<file path="src/emb_defs.vh">
/*
 Constants for the external memory bus controller: address width codes,
 control register fields, request kinds, write modes and default counts.
 Assumes inclusion by bare name from the design files.
*/
`ifndef EMB_DEFS_VH
`define EMB_DEFS_VH

`define EMB_AW_MCU 2'h0
`define EMB_AW_12 2'h1
`define EMB_AW_16 2'h2
`define EMB_AW_20 2'h3

`define EMB_CTL_RELEASE 7
`define EMB_CTL_WAIT_HI 5
`define EMB_CTL_WAIT_LO 4
`define EMB_CTL_WM_HI 1
`define EMB_CTL_WM_LO 0
`define EMB_CTL_WMASK 8'hB3
`define EMB_CTL_RESET 8'h00
`define EMB_PU_RESET 3'h0

`define EMB_KIND_FETCH 2'h0
`define EMB_KIND_TBLRD 2'h1
`define EMB_KIND_TBLWT 2'h2

`define EMB_WM_BYTE_WRITE 2'h0
`define EMB_WM_BYTE_SEL 2'h1

`define EMB_ONCHIP_BYTES 21'h020000
`define EMB_TCY_CLKS 4
`define EMB_FIFO_DEPTH 4

`endif

</file>
<file path="src/emb_fifo.v">
/*
 Small request FIFO with valid/ready on both sides and registered flags.
 Assumes one clock and a synchronous active-high reset.
*/
`timescale 1ns/100ps
module emb_fifo #(
    parameter WIDTH = 31,
    parameter DEPTH = 4,
    parameter AW = 2
) (
    input wire clk,
    input wire rst,
    input wire in_valid,
    output reg in_ready,
    input wire [WIDTH-1:0] in_data,
    output reg out_valid,
    input wire out_ready,
    output wire [WIDTH-1:0] out_data
);
    reg [WIDTH-1:0] mem_q [0:DEPTH-1];
    reg [AW-1:0] wp_q;
    reg [AW-1:0] rp_q;
    reg [AW:0] cnt_q;
    wire push = in_valid && in_ready;
    wire pop = out_valid && out_ready;
    wire [AW:0] cnt_d = cnt_q + {{AW{1'b0}}, push} - {{AW{1'b0}}, pop};

    assign out_data = mem_q[rp_q];

    always @(posedge clk) begin
        if (push) begin
            mem_q[wp_q] <= in_data;
        end
    end

    // Flags registered so the ready seen by the source is a flop
    always @(posedge clk) begin
        if (rst) begin
            wp_q <= {AW{1'b0}};
            rp_q <= {AW{1'b0}};
            cnt_q <= {(AW+1){1'b0}};
            in_ready <= 1'b0;
            out_valid <= 1'b0;
        end else begin
            if (push) begin
                wp_q <= (wp_q == DEPTH - 1) ? {AW{1'b0}} : wp_q + 1'b1;
            end
            if (pop) begin
                rp_q <= (rp_q == DEPTH - 1) ? {AW{1'b0}} : rp_q + 1'b1;
            end
            cnt_q <= cnt_d;
            in_ready <= (cnt_d != DEPTH);
            out_valid <= (cnt_d != {(AW+1){1'b0}});
        end
    end
endmodule // emb_fifo

</file>
<file path="src/emb_wait.v">
/*
 Wait-state timer: loads a count of instruction cycles, flags the last clock.
 Assumes load only while idle; one clock, synchronous active-high reset.
*/
`timescale 1ns/100ps
module emb_wait #(
    parameter TCY_CLKS = 4
) (
    input wire clk,
    input wire rst,
    input wire load,
    input wire [1:0] tcy_count,
    output wire last
);
    reg [7:0] cnt_q;
    wire [7:0] tcy = TCY_CLKS[7:0];

    assign last = (cnt_q == 8'h01);

    always @(posedge clk) begin
        if (rst) begin
            cnt_q <= 8'h00;
        end else if (load) begin
            cnt_q <= {6'h00, tcy_count} * tcy;
        end else if (cnt_q != 8'h00) begin
            cnt_q <= cnt_q - 8'h01;
        end
    end
endmodule // emb_wait

</file>
<file path="src/emb_ctl.v">
/*
 External memory bus controller: takes fetch and table requests from a
 FIFO, runs multiplexed address/data cycles, owns the shared pins.
 Assumes pins are resolved outside from value/enable pairs and that port
 logic outside yields to the bus wherever BUS_OWNS is high.
*/
// Function
// Bus address is the program counter unchanged without shifting
// Address shifting subtracts on-chip size so external starts at 0000h
// 20-bit width uses byte_addr_lsb as lowest address bit
// Upper and lower byte select outputs provided
// Byte addressing only in 8-bit data and byte select mode
// Line use of AD and high address pins follows widths
// Wait enable adds 0 to 3 Tcy after table cycle
// Wait field 11,10,01,00 gives 0,1,2,3 cycles
// Three pull-up enables for bus port groups, not A19:A16
// Pull-up enables clear on every reset
// Internal-only mode: bus idle, control writes ignored
// Extended mode: bus owns pins during external accesses
// Running internally, release bit picks bus or port
// Release bit is bit 7, resets to 0
// External access with release set takes pins for bus
// Setting release from external code waits for internal branch
// Idle bus: AD tri-state, strobes high, latch and lsb low
// Only pins of the configured address width are forced
// Bus use overrides other peripherals on shared pins
// 16-bit data picks one of three write modes
// Write field 1x word, 01 byte select, 00 byte write
// Latch strobe with address, then output enable reads both bytes
// Chip select low during accesses, high in sleep
// Flash byte select wiring uses byte lsb outside
// Outputs held stable while wait states run
`timescale 1ns/100ps
`include "emb_defs.vh"
module emb_ctl #(
    parameter ONCHIP_BYTES = `EMB_ONCHIP_BYTES,
    parameter TCY_CLKS = `EMB_TCY_CLKS,
    parameter FIFO_DEPTH = `EMB_FIFO_DEPTH
) (
    input wire CLK,
    input wire RST,
    input wire [1:0] ADDR_WIDTH_CFG,
    input wire DATA16_CFG,
    input wire ADDR_SHIFT_CFG,
    input wire WAIT_ENABLE_CFG,
    input wire SLEEP,
    input wire FETCH_INTERNAL,
    input wire CTL_WR,
    input wire [7:0] CTL_WDATA,
    output reg [7:0] CTL_RDATA,
    input wire PU_WR,
    input wire [2:0] PU_WDATA,
    output reg [2:0] PULLUP_EN,
    input wire REQ_VALID,
    output wire REQ_READY,
    input wire [1:0] REQ_KIND,
    input wire [20:0] REQ_ADDR,
    input wire [7:0] REQ_WDATA,
    output reg RSP_VALID,
    output reg [15:0] RSP_DATA,
    input wire [15:0] AD_I,
    output reg [15:0] AD_O,
    output reg [15:0] AD_OE_N,
    output reg [3:0] AH_O,
    output reg [3:0] AH_OE_N,
    output reg ADDR_LATCH_STROBE,
    output reg OUT_ENABLE_N,
    output reg WRITE_STROBE_HI,
    output reg WRITE_STROBE_LO,
    output reg BYTE_ADDR_LSB,
    output reg CHIP_SEL_N,
    output reg LOWER_BYTE_SEL_N,
    output reg UPPER_BYTE_SEL_N,
    output reg [4:0] BUS_OWNS
);
    localparam S_IDLE = 3'h0;
    localparam S_ADDR = 3'h1;
    localparam S_DATA = 3'h2;
    localparam S_DATA2 = 3'h3;
    localparam S_WAIT = 3'h4;
    localparam S_END = 3'h5;

    reg [2:0] state_q;
    reg rel_eff_q;
    reg [1:0] kind_q;
    reg [20:0] addr_q;
    reg [7:0] wdata_q;
    reg [7:0] hold_latch_q;

    wire f_valid;
    wire [30:0] f_data;
    wire f_ready = (state_q == S_IDLE) && !SLEEP;
    wire [1:0] f_kind = f_data[30:29];
    wire [20:0] f_addr = f_data[28:8];
    wire [7:0] f_wdata = f_data[7:0];

    wire mcu_mode = (ADDR_WIDTH_CFG == `EMB_AW_MCU);
    wire [1:0] wm = CTL_RDATA[`EMB_CTL_WM_HI:`EMB_CTL_WM_LO];
    wire [1:0] wait_field = CTL_RDATA[`EMB_CTL_WAIT_HI:`EMB_CTL_WAIT_LO];
    // wait decode
    wire [1:0] wait_tcy = ~wait_field;
    wire is_write = (kind_q == `EMB_KIND_TBLWT);
    wire is_table = (kind_q != `EMB_KIND_FETCH);
    wire two_bytes = !DATA16_CFG && (kind_q == `EMB_KIND_FETCH);
    wire word_mode = wm[1];
    wire byte_sel = (wm == `EMB_WM_BYTE_SEL);
    // byte lsb usable
    wire lsb_ok = !DATA16_CFG || byte_sel;

    // address-width masks
    wire [15:0] ad_width = (ADDR_WIDTH_CFG == `EMB_AW_12) ? 16'h0FFF : 16'hFFFF;
    wire [15:0] ad_data = DATA16_CFG ? ad_width : 16'h00FF;
    wire ah_used = (ADDR_WIDTH_CFG == `EMB_AW_20);

    // address shift
    wire [20:0] shift_addr = f_addr - ONCHIP_BYTES[20:0];
    // address unchanged
    wire [20:0] bus_addr = ADDR_SHIFT_CFG ? shift_addr : f_addr;

    wire phase_last = ((state_q == S_DATA) && !two_bytes) || (state_q == S_DATA2);
    // wait only for table operations when enabled
    wire need_wait = is_table && WAIT_ENABLE_CFG && (wait_tcy != 2'h0);
    wire wait_load = !SLEEP && phase_last && need_wait;
    wire wait_last;

    reg [4:0] owns_d;
    reg accessing;

    emb_fifo #(
        .WIDTH(31),
        .DEPTH(FIFO_DEPTH),
        .AW(2)
    ) u_fifo (
        .clk(CLK),
        .rst(RST),
        .in_valid(REQ_VALID),
        .in_ready(REQ_READY),
        .in_data({REQ_KIND, REQ_ADDR, REQ_WDATA}),
        .out_valid(f_valid),
        .out_ready(f_ready),
        .out_data(f_data)
    );

    emb_wait #(
        .TCY_CLKS(TCY_CLKS)
    ) u_wait (
        .clk(CLK),
        .rst(RST),
        .load(wait_load),
        .tcy_count(wait_tcy),
        .last(wait_last)
    );

    // Pin ownership per group: AD7:0, AD11:8, AD15:12, A19:16, control
    always @* begin
        accessing = (state_q != S_IDLE) || (f_valid && !SLEEP);
        owns_d = 5'h00;
        // internal-only mode keeps pins as ports
        if (mcu_mode) begin
            owns_d = 5'h00;
        // bus while accessing or not released
        end else if (accessing || !rel_eff_q) begin
            // only pins of the configured width
            owns_d[0] = 1'b1;
            owns_d[1] = 1'b1;
            owns_d[2] = (ADDR_WIDTH_CFG != `EMB_AW_12);
            owns_d[3] = ah_used;
            owns_d[4] = 1'b1;
        end
    end

    // Control and pull-up registers
    always @(posedge CLK) begin
        if (RST) begin
            // release bit resets to 0
            CTL_RDATA <= `EMB_CTL_RESET;
            // pull-ups off after reset
            PULLUP_EN <= `EMB_PU_RESET;
            rel_eff_q <= 1'b0;
            BUS_OWNS <= 5'h00;
        end else begin
            // writes ignored in internal-only mode
            if (CTL_WR && !mcu_mode) begin
                CTL_RDATA <= CTL_WDATA & `EMB_CTL_WMASK;
            end
            // group pull-up enables
            if (PU_WR) begin
                PULLUP_EN <= PU_WDATA;
            end
            // release deferred until internal execution
            if (mcu_mode) begin
                rel_eff_q <= 1'b1;
            end else if (!CTL_RDATA[`EMB_CTL_RELEASE]) begin
                rel_eff_q <= 1'b0;
            end else if (FETCH_INTERNAL) begin
                rel_eff_q <= 1'b1;
            end
            // bus overrides other pin users
            BUS_OWNS <= owns_d;
        end
    end

    // Bus cycle sequencer
    always @(posedge CLK) begin
        if (RST) begin
            state_q <= S_IDLE;
            kind_q <= `EMB_KIND_FETCH;
            addr_q <= 21'h000000;
            wdata_q <= 8'h00;
            hold_latch_q <= 8'h00;
            RSP_VALID <= 1'b0;
            RSP_DATA <= 16'h0000;
            AD_O <= 16'h0000;
            AD_OE_N <= 16'hFFFF;
            AH_O <= 4'h0;
            AH_OE_N <= 4'hF;
            ADDR_LATCH_STROBE <= 1'b0;
            OUT_ENABLE_N <= 1'b1;
            WRITE_STROBE_HI <= 1'b1;
            WRITE_STROBE_LO <= 1'b1;
            BYTE_ADDR_LSB <= 1'b0;
            CHIP_SEL_N <= 1'b1;
            LOWER_BYTE_SEL_N <= 1'b1;
            UPPER_BYTE_SEL_N <= 1'b1;
        end else begin
            RSP_VALID <= 1'b0;
            // Sleep freezes the sequencer and every pin but three
            if (!SLEEP) begin
                case (state_q)
                    S_IDLE: begin
                        if (f_valid) begin
                            kind_q <= f_kind;
                            addr_q <= bus_addr;
                            wdata_q <= f_wdata;
                            // address phase with latch strobe
                            ADDR_LATCH_STROBE <= 1'b1;
                            // chip select for the access
                            CHIP_SEL_N <= 1'b0;
                            AD_O <= bus_addr[16:1];
                            AD_OE_N <= ~ad_width;
                            AH_O <= bus_addr[20:17];
                            AH_OE_N <= ah_used ? 4'h0 : 4'hF;
                            // byte lsb as lowest address bit
                            BYTE_ADDR_LSB <= lsb_ok ? bus_addr[0] : 1'b0;
                            state_q <= S_ADDR;
                        end
                    end
                    S_ADDR: begin
                        ADDR_LATCH_STROBE <= 1'b0;
                        state_q <= S_DATA;
                        if (!is_write) begin
                            // both bytes read together with 16-bit data
                            OUT_ENABLE_N <= 1'b0;
                            AD_OE_N <= AD_OE_N | ad_data;
                            if (DATA16_CFG) begin
                                LOWER_BYTE_SEL_N <= 1'b0;
                                UPPER_BYTE_SEL_N <= 1'b0;
                            end else if (two_bytes) begin
                                BYTE_ADDR_LSB <= 1'b0;
                            end
                        end else if (!DATA16_CFG) begin
                            // write mode ignored with 8-bit data
                            AD_O[7:0] <= wdata_q;
                            WRITE_STROBE_LO <= 1'b0;
                        end else if (word_mode) begin
                            // word write pairs even and odd bytes
                            if (!addr_q[0]) begin
                                hold_latch_q <= wdata_q;
                                AD_OE_N <= 16'hFFFF;
                            end else begin
                                AD_O <= {wdata_q, hold_latch_q};
                                WRITE_STROBE_HI <= 1'b0;
                                // both byte selects for a word
                                LOWER_BYTE_SEL_N <= 1'b0;
                                UPPER_BYTE_SEL_N <= 1'b0;
                            end
                        end else if (byte_sel) begin
                            // byte select strobes high and one select
                            AD_O <= {wdata_q, wdata_q};
                            WRITE_STROBE_HI <= 1'b0;
                            UPPER_BYTE_SEL_N <= !addr_q[0];
                            LOWER_BYTE_SEL_N <= addr_q[0];
                        end else begin
                            // byte write picks strobe by lsb
                            AD_O <= {wdata_q, wdata_q};
                            WRITE_STROBE_HI <= !addr_q[0];
                            WRITE_STROBE_LO <= addr_q[0];
                        end
                    end
                    S_DATA: begin
                        if (!is_write) begin
                            RSP_DATA <= DATA16_CFG ? (AD_I & ad_width) : {8'h00, AD_I[7:0]};
                        end
                        if (two_bytes) begin
                            // Second byte of an 8-bit fetch
                            BYTE_ADDR_LSB <= 1'b1;
                            state_q <= S_DATA2;
                        end else if (need_wait) begin
                            state_q <= S_WAIT;
                        end else begin
                            state_q <= S_END;
                        end
                    end
                    S_DATA2: begin
                        RSP_DATA[15:8] <= AD_I[7:0];
                        state_q <= need_wait ? S_WAIT : S_END;
                    end
                    S_WAIT: begin
                        // outputs held while waiting
                        if (wait_last) begin
                            state_q <= S_END;
                        end
                    end
                    S_END: begin
                        // idle levels after each access
                        RSP_VALID <= 1'b1;
                        AD_OE_N <= 16'hFFFF;
                        AH_OE_N <= 4'hF;
                        ADDR_LATCH_STROBE <= 1'b0;
                        OUT_ENABLE_N <= 1'b1;
                        WRITE_STROBE_HI <= 1'b1;
                        WRITE_STROBE_LO <= 1'b1;
                        BYTE_ADDR_LSB <= 1'b0;
                        CHIP_SEL_N <= 1'b1;
                        LOWER_BYTE_SEL_N <= 1'b1;
                        UPPER_BYTE_SEL_N <= 1'b1;
                        state_q <= S_IDLE;
                    end
                    default: begin
                        state_q <= S_IDLE;
                    end
                endcase
            end else begin
                // chip and byte selects high in sleep
                CHIP_SEL_N <= 1'b1;
                LOWER_BYTE_SEL_N <= 1'b1;
                UPPER_BYTE_SEL_N <= 1'b1;
            end
        end
    end
endmodule // emb_ctl

</file>
<file path="config.mk">
export PLATFORM = sky130hd
export DESIGN_NAME = emb_ctl
export DESIGN_NICKNAME = d
export VERILOG_FILES = /design/src/emb_fifo.v /design/src/emb_wait.v /design/src/emb_ctl.v
export VERILOG_INCLUDE_DIRS = /design/src
export SDC_FILE = /design/constraint.sdc
export NUM_CORES = 1
export LEC_CHECK = 0
export ABC_AREA = 1
export BUFFER_PORTS_ARGS = -buffer_cell sky130_fd_sc_hd__buf_4
export CAP_MARGIN = 20
export CORE_MARGIN = 2
export CORE_UTILIZATION = 57
export DETAILED_ROUTE_END_ITERATION = 7
export PLACE_DENSITY = 0.89
export SLEW_MARGIN = 20
export SYNTH_ARGS = -nofsm -noshare
export SYNTH_HDL_FRONTEND = slang
export SYNTH_SLANG_ARGS = --single-unit
</file>
<file path="constraint.sdc">
create_clock -name CLK -period 3.47 [get_ports CLK]
set_clock_uncertainty 0.15 [all_clocks]
set_input_delay 0.1735 -clock CLK [delete_from_list [all_inputs] [get_ports CLK]]
set_output_delay 0.1735 -clock CLK [all_outputs]
set_load 0.01 [all_outputs]
</file>
==> flow_metrics.env <==
export IMPL_run_status="completed"
export IMPL_syn_area_um2=9710
export IMPL_fmax_mhz=398
export IMPL_min_period_ps=2510
export IMPL_irDropWorstVdd_mv=0.509
export IMPL_rr_worst_depth=11
export IMPL_synth_compound_area_share_pct=12.0
export IMPL_drive_gt1_share_pct=16.9
export IMPL_critical_path_top_delay_family="XOR/XNOR gates"
export IMPL_cts_resized=0
export IMPL_die_area_um2=18100
export IMPL_final_common_cell="nand2_1"
export IMPL_crit_cells=11
export IMPL_reg2reg_to="u_fifo.out_valid$_SDFF_PP0_"
export IMPL_cp_required_ps=3720
export IMPL_ys_types=43
export IMPL_cts_buffer_depth=3
export IMPL_yosys_area_share_simple_pct=17.8
export IMPL_tightest_slew_ps=917
export IMPL_worstPathCellList="inv_2 -> nand3_2 -> inv_4 -> nand3_2 -> xnor2_1 -> ha_1 -> inv_1 -> fa_1 -> xnor2_1 -> xor2_1 -> o21ai_0"
export IMPL_io_buffers=145
export IMPL_ant_nets=0
export IMPL_slew_headroom_pct=38.9
export IMPL_synth_mux_area_share_pct=0.103
export IMPL_cp_max_fo=6
export IMPL_synth_avg_cell_area_um2=9.27
export IMPL_cp_buffers_inverters=3
export IMPL_wl_per_cell_um=16.8
export IMPL_insertion_delay_ps=520
export IMPL_grt_pass1_vias=8112
export IMPL_final_core_util_pct=74.3
export IMPL_routed_wl_um=24900
export IMPL_path_class="reg2reg"
export IMPL_setup_violations=0
export IMPL_areaGrowthSynthToFinish_pct=27.3
export IMPL_drt_pass1_iter_count=6
export IMPL_grt_pass1_wl_um=39100
export IMPL_vias=8118
export IMPL_endpoint_kind="register"
export IMPL_clkTransAtPathRegs_ps=60
export IMPL_synth_adder_area_share_pct=1.49
export IMPL_dpl_worst_slack_ps=996
export IMPL_critPathArrivalTime_ps=2760
export IMPL_worst_slack_ps=960
export IMPL_cts_setup_buffers=0
export IMPL_drv_slew=0
export IMPL_final_nets=1327
export IMPL_fillers=1063
export IMPL_drc=0
export IMPL_rsz0062_at_grt="no"
export IMPL_finalHoldViolations=0
export IMPL_synth_xor_area_share_pct=0.902
export IMPL_grt_max_degree=66
export IMPL_fin_setup_tns_ps=0
export IMPL_ys_flop_type="edfxtp_1"
export IMPL_io_pins=152
export IMPL_synth_edf_count=124
export IMPL_yosys_warnings=0
export IMPL_synth_top_family_by_area="simple AND/OR/NAND/NOR gates"
export IMPL_ys_seq_elements=232
export IMPL_die_x_um=135
export IMPL_first_iter_violations=671
export IMPL_start_kind="register"
export IMPL_htreeDepth=1
export IMPL_root_buffer="clkbuf_16"
export IMPL_min_delay_path_class="in2reg"
export IMPL_cp_slowest_cell="fa_1"
export IMPL_start_util_pct=58.4
export IMPL_min_period_over_period_pct=72.3
export IMPL_p_per_area_nw_per_um2=720
export IMPL_p_leak_uw=0.00524
export IMPL_grtUsageTotal_pct=27.1
export IMPL_row_count=47
export IMPL_yosysSeqAreaShare_pct=60.6
export IMPL_antenna_found_initial=0
export IMPL_final_cell_mix="nand2_1, buf_4, nor2_1"
export IMPL_gp_congestion=0.911
export IMPL_core_area_um2=16600
export IMPL_cts_buffers=23
export IMPL_crit_start="state_q[2]$_SDFFE_PP0P_"
export IMPL_cp_endpoint="u_fifo.out_valid$_SDFF_PP0_"
export IMPL_die_h_um=135
export IMPL_insertedDiodeCount=0
export IMPL_tritoncts="done"
export IMPL_grt_overflow=0
export IMPL_reg2reg_setup_slack_ps=960
export IMPL_r2r_start="state_q[2]$_SDFFE_PP0P_"
export IMPL_clock_sinks=232
export IMPL_cap_violations=0
export IMPL_async_reset_ff_share_pct=0
export IMPL_vias_per_cell=5.47
export IMPL_dp_final_hpwl_um=14500
export IMPL_slowest_delay_ps=420
export IMPL_synth_cells=1048
[cell families after synthesis]
logic type / after synthesis
AOI/OAI and AO/OA: 216
xor gates and xnor gates: 10
adders and majority gates: 11
buffers and inverters: 158
DFF: 232
muxes: 1
other: 1
and+or+nand+nor: 419
[cell usage after synthesis (all sizes together) (2+ instances only)]
library cell / n / area (um2)
a21oi: 61 / 317
buf: 35 / 224
clkbuf: 25 / 93.8
clkinv: 3 / 11.3
dfxtp: 108 / 2160
edfxtp: 124 / 3720
ha: 10 / 125
inv: 95 / 359
nand2: 187 / 714
nand3: 66 / 345
nand4: 2 / 12.5
nor2: 150 / 581
nor3: 12 / 60.1
nor3b: 2 / 15.0
o211ai: 2 / 28.8
o21a: 2 / 15.0
o21ai: 132 / 679
o22ai: 14 / 87.6
xnor2: 4 / 35.0
xor2: 6 / 52.6
[stage by stage]
stage | instances | instance area, um2 | hold WS (ps) | total power (uW)
after floorplan | 1050 | 9720 | 122 | 5490
after global placement | 1365 | 10900 | 224 | 6220
after detailed placement | 1365 | 10900 | 227 | 6360
after CTS | 1483 | 12400 | 1.59 | 8890
after global routing | 1483 | 12400 | 81.6 | 9380
final | 1483 | 12400 | 27.1 | 8900
[layout make-up]
class,count,area [um2],share of cell area (%)
Inverter,98,370,3.00
Clock inverter,9,83.8,0.678
Timing Repair Buffer,231,1920,15.6
Multi-Input combinational cell,660,3160,25.5
Clock buffer,33,663,5.36
Sequential cell,232,5890,47.6
Tap cell,220,275,2.23
[tightest hold or removal path: stages]
cell and delay (ps):
buf_4 80, nand2_1 210, a21oi_1 200
[state kept, by name, indices dropped and copies added (netlist names), 2 cells and up, named ones only]
name / flops
hold_latch_q: 8
RSP_DATA: 16
AD_OE_N: 9
u_wait.cnt_q: 8
CTL_RDATA: 5
u_fifo.wp_q: 2
state_q: 3
u_fifo.rp_q: 2
wdata_q: 8
PULLUP_EN: 3
u_fifo.cnt_q: 3
kind_q: 2
BUS_OWNS: 3
u_fifo.mem_q: 124
AD_O: 16
AH_O: 4
[worst min path at each step]
stage	from	to	cells after the start
6_report	REQ_VALID	u_fifo.wp_q[1]$_SDFFE_PP0N_	3
3_3_place_gp	REQ_ADDR[14]	u_fifo.mem_q[0][22]$_DFFE_PP_	1
4_1_cts	CTL_WR	CTL_RDATA[7]$_SDFFE_PP0P_	5
5_1_grt	REQ_VALID	u_fifo.wp_q[1]$_SDFFE_PP0N_	3
3_5_place_dp	REQ_WDATA[6]	u_fifo.mem_q[1][6]$_DFFE_PP_	1
2_1_floorplan	REQ_WDATA[0]	u_fifo.mem_q[0][0]$_DFFE_PP_	0
[timing repair]
action / 4_1_cts / 5_1_grt
endpoints found under the setup margin: 0 / 0
hold buffers: 76 / 0
hold endpoints to repair: 184 / 0
[layer usage]
metal,vias to the layer above,share of wire [%],global-route usage [%],wire [um]
met5,-,0,0,0
met4,0,3.2,10.5,793
met3,71,7.3,4.28,1810
met2,386,52,50.9,13000
met1,3792,37,30.9,9260
li1,3869,-,-,-
[where the power goes]
| group | total (uW) | switching (uW) | internal [uW] |
|---|---|---|---|
| clock network | 2440 | 1030 | 1410 |
| registers | 3630 | 261 | 3370 |
| logic | 2830 | 1770 | 1060 |
(Power assumes the default switching activity.)
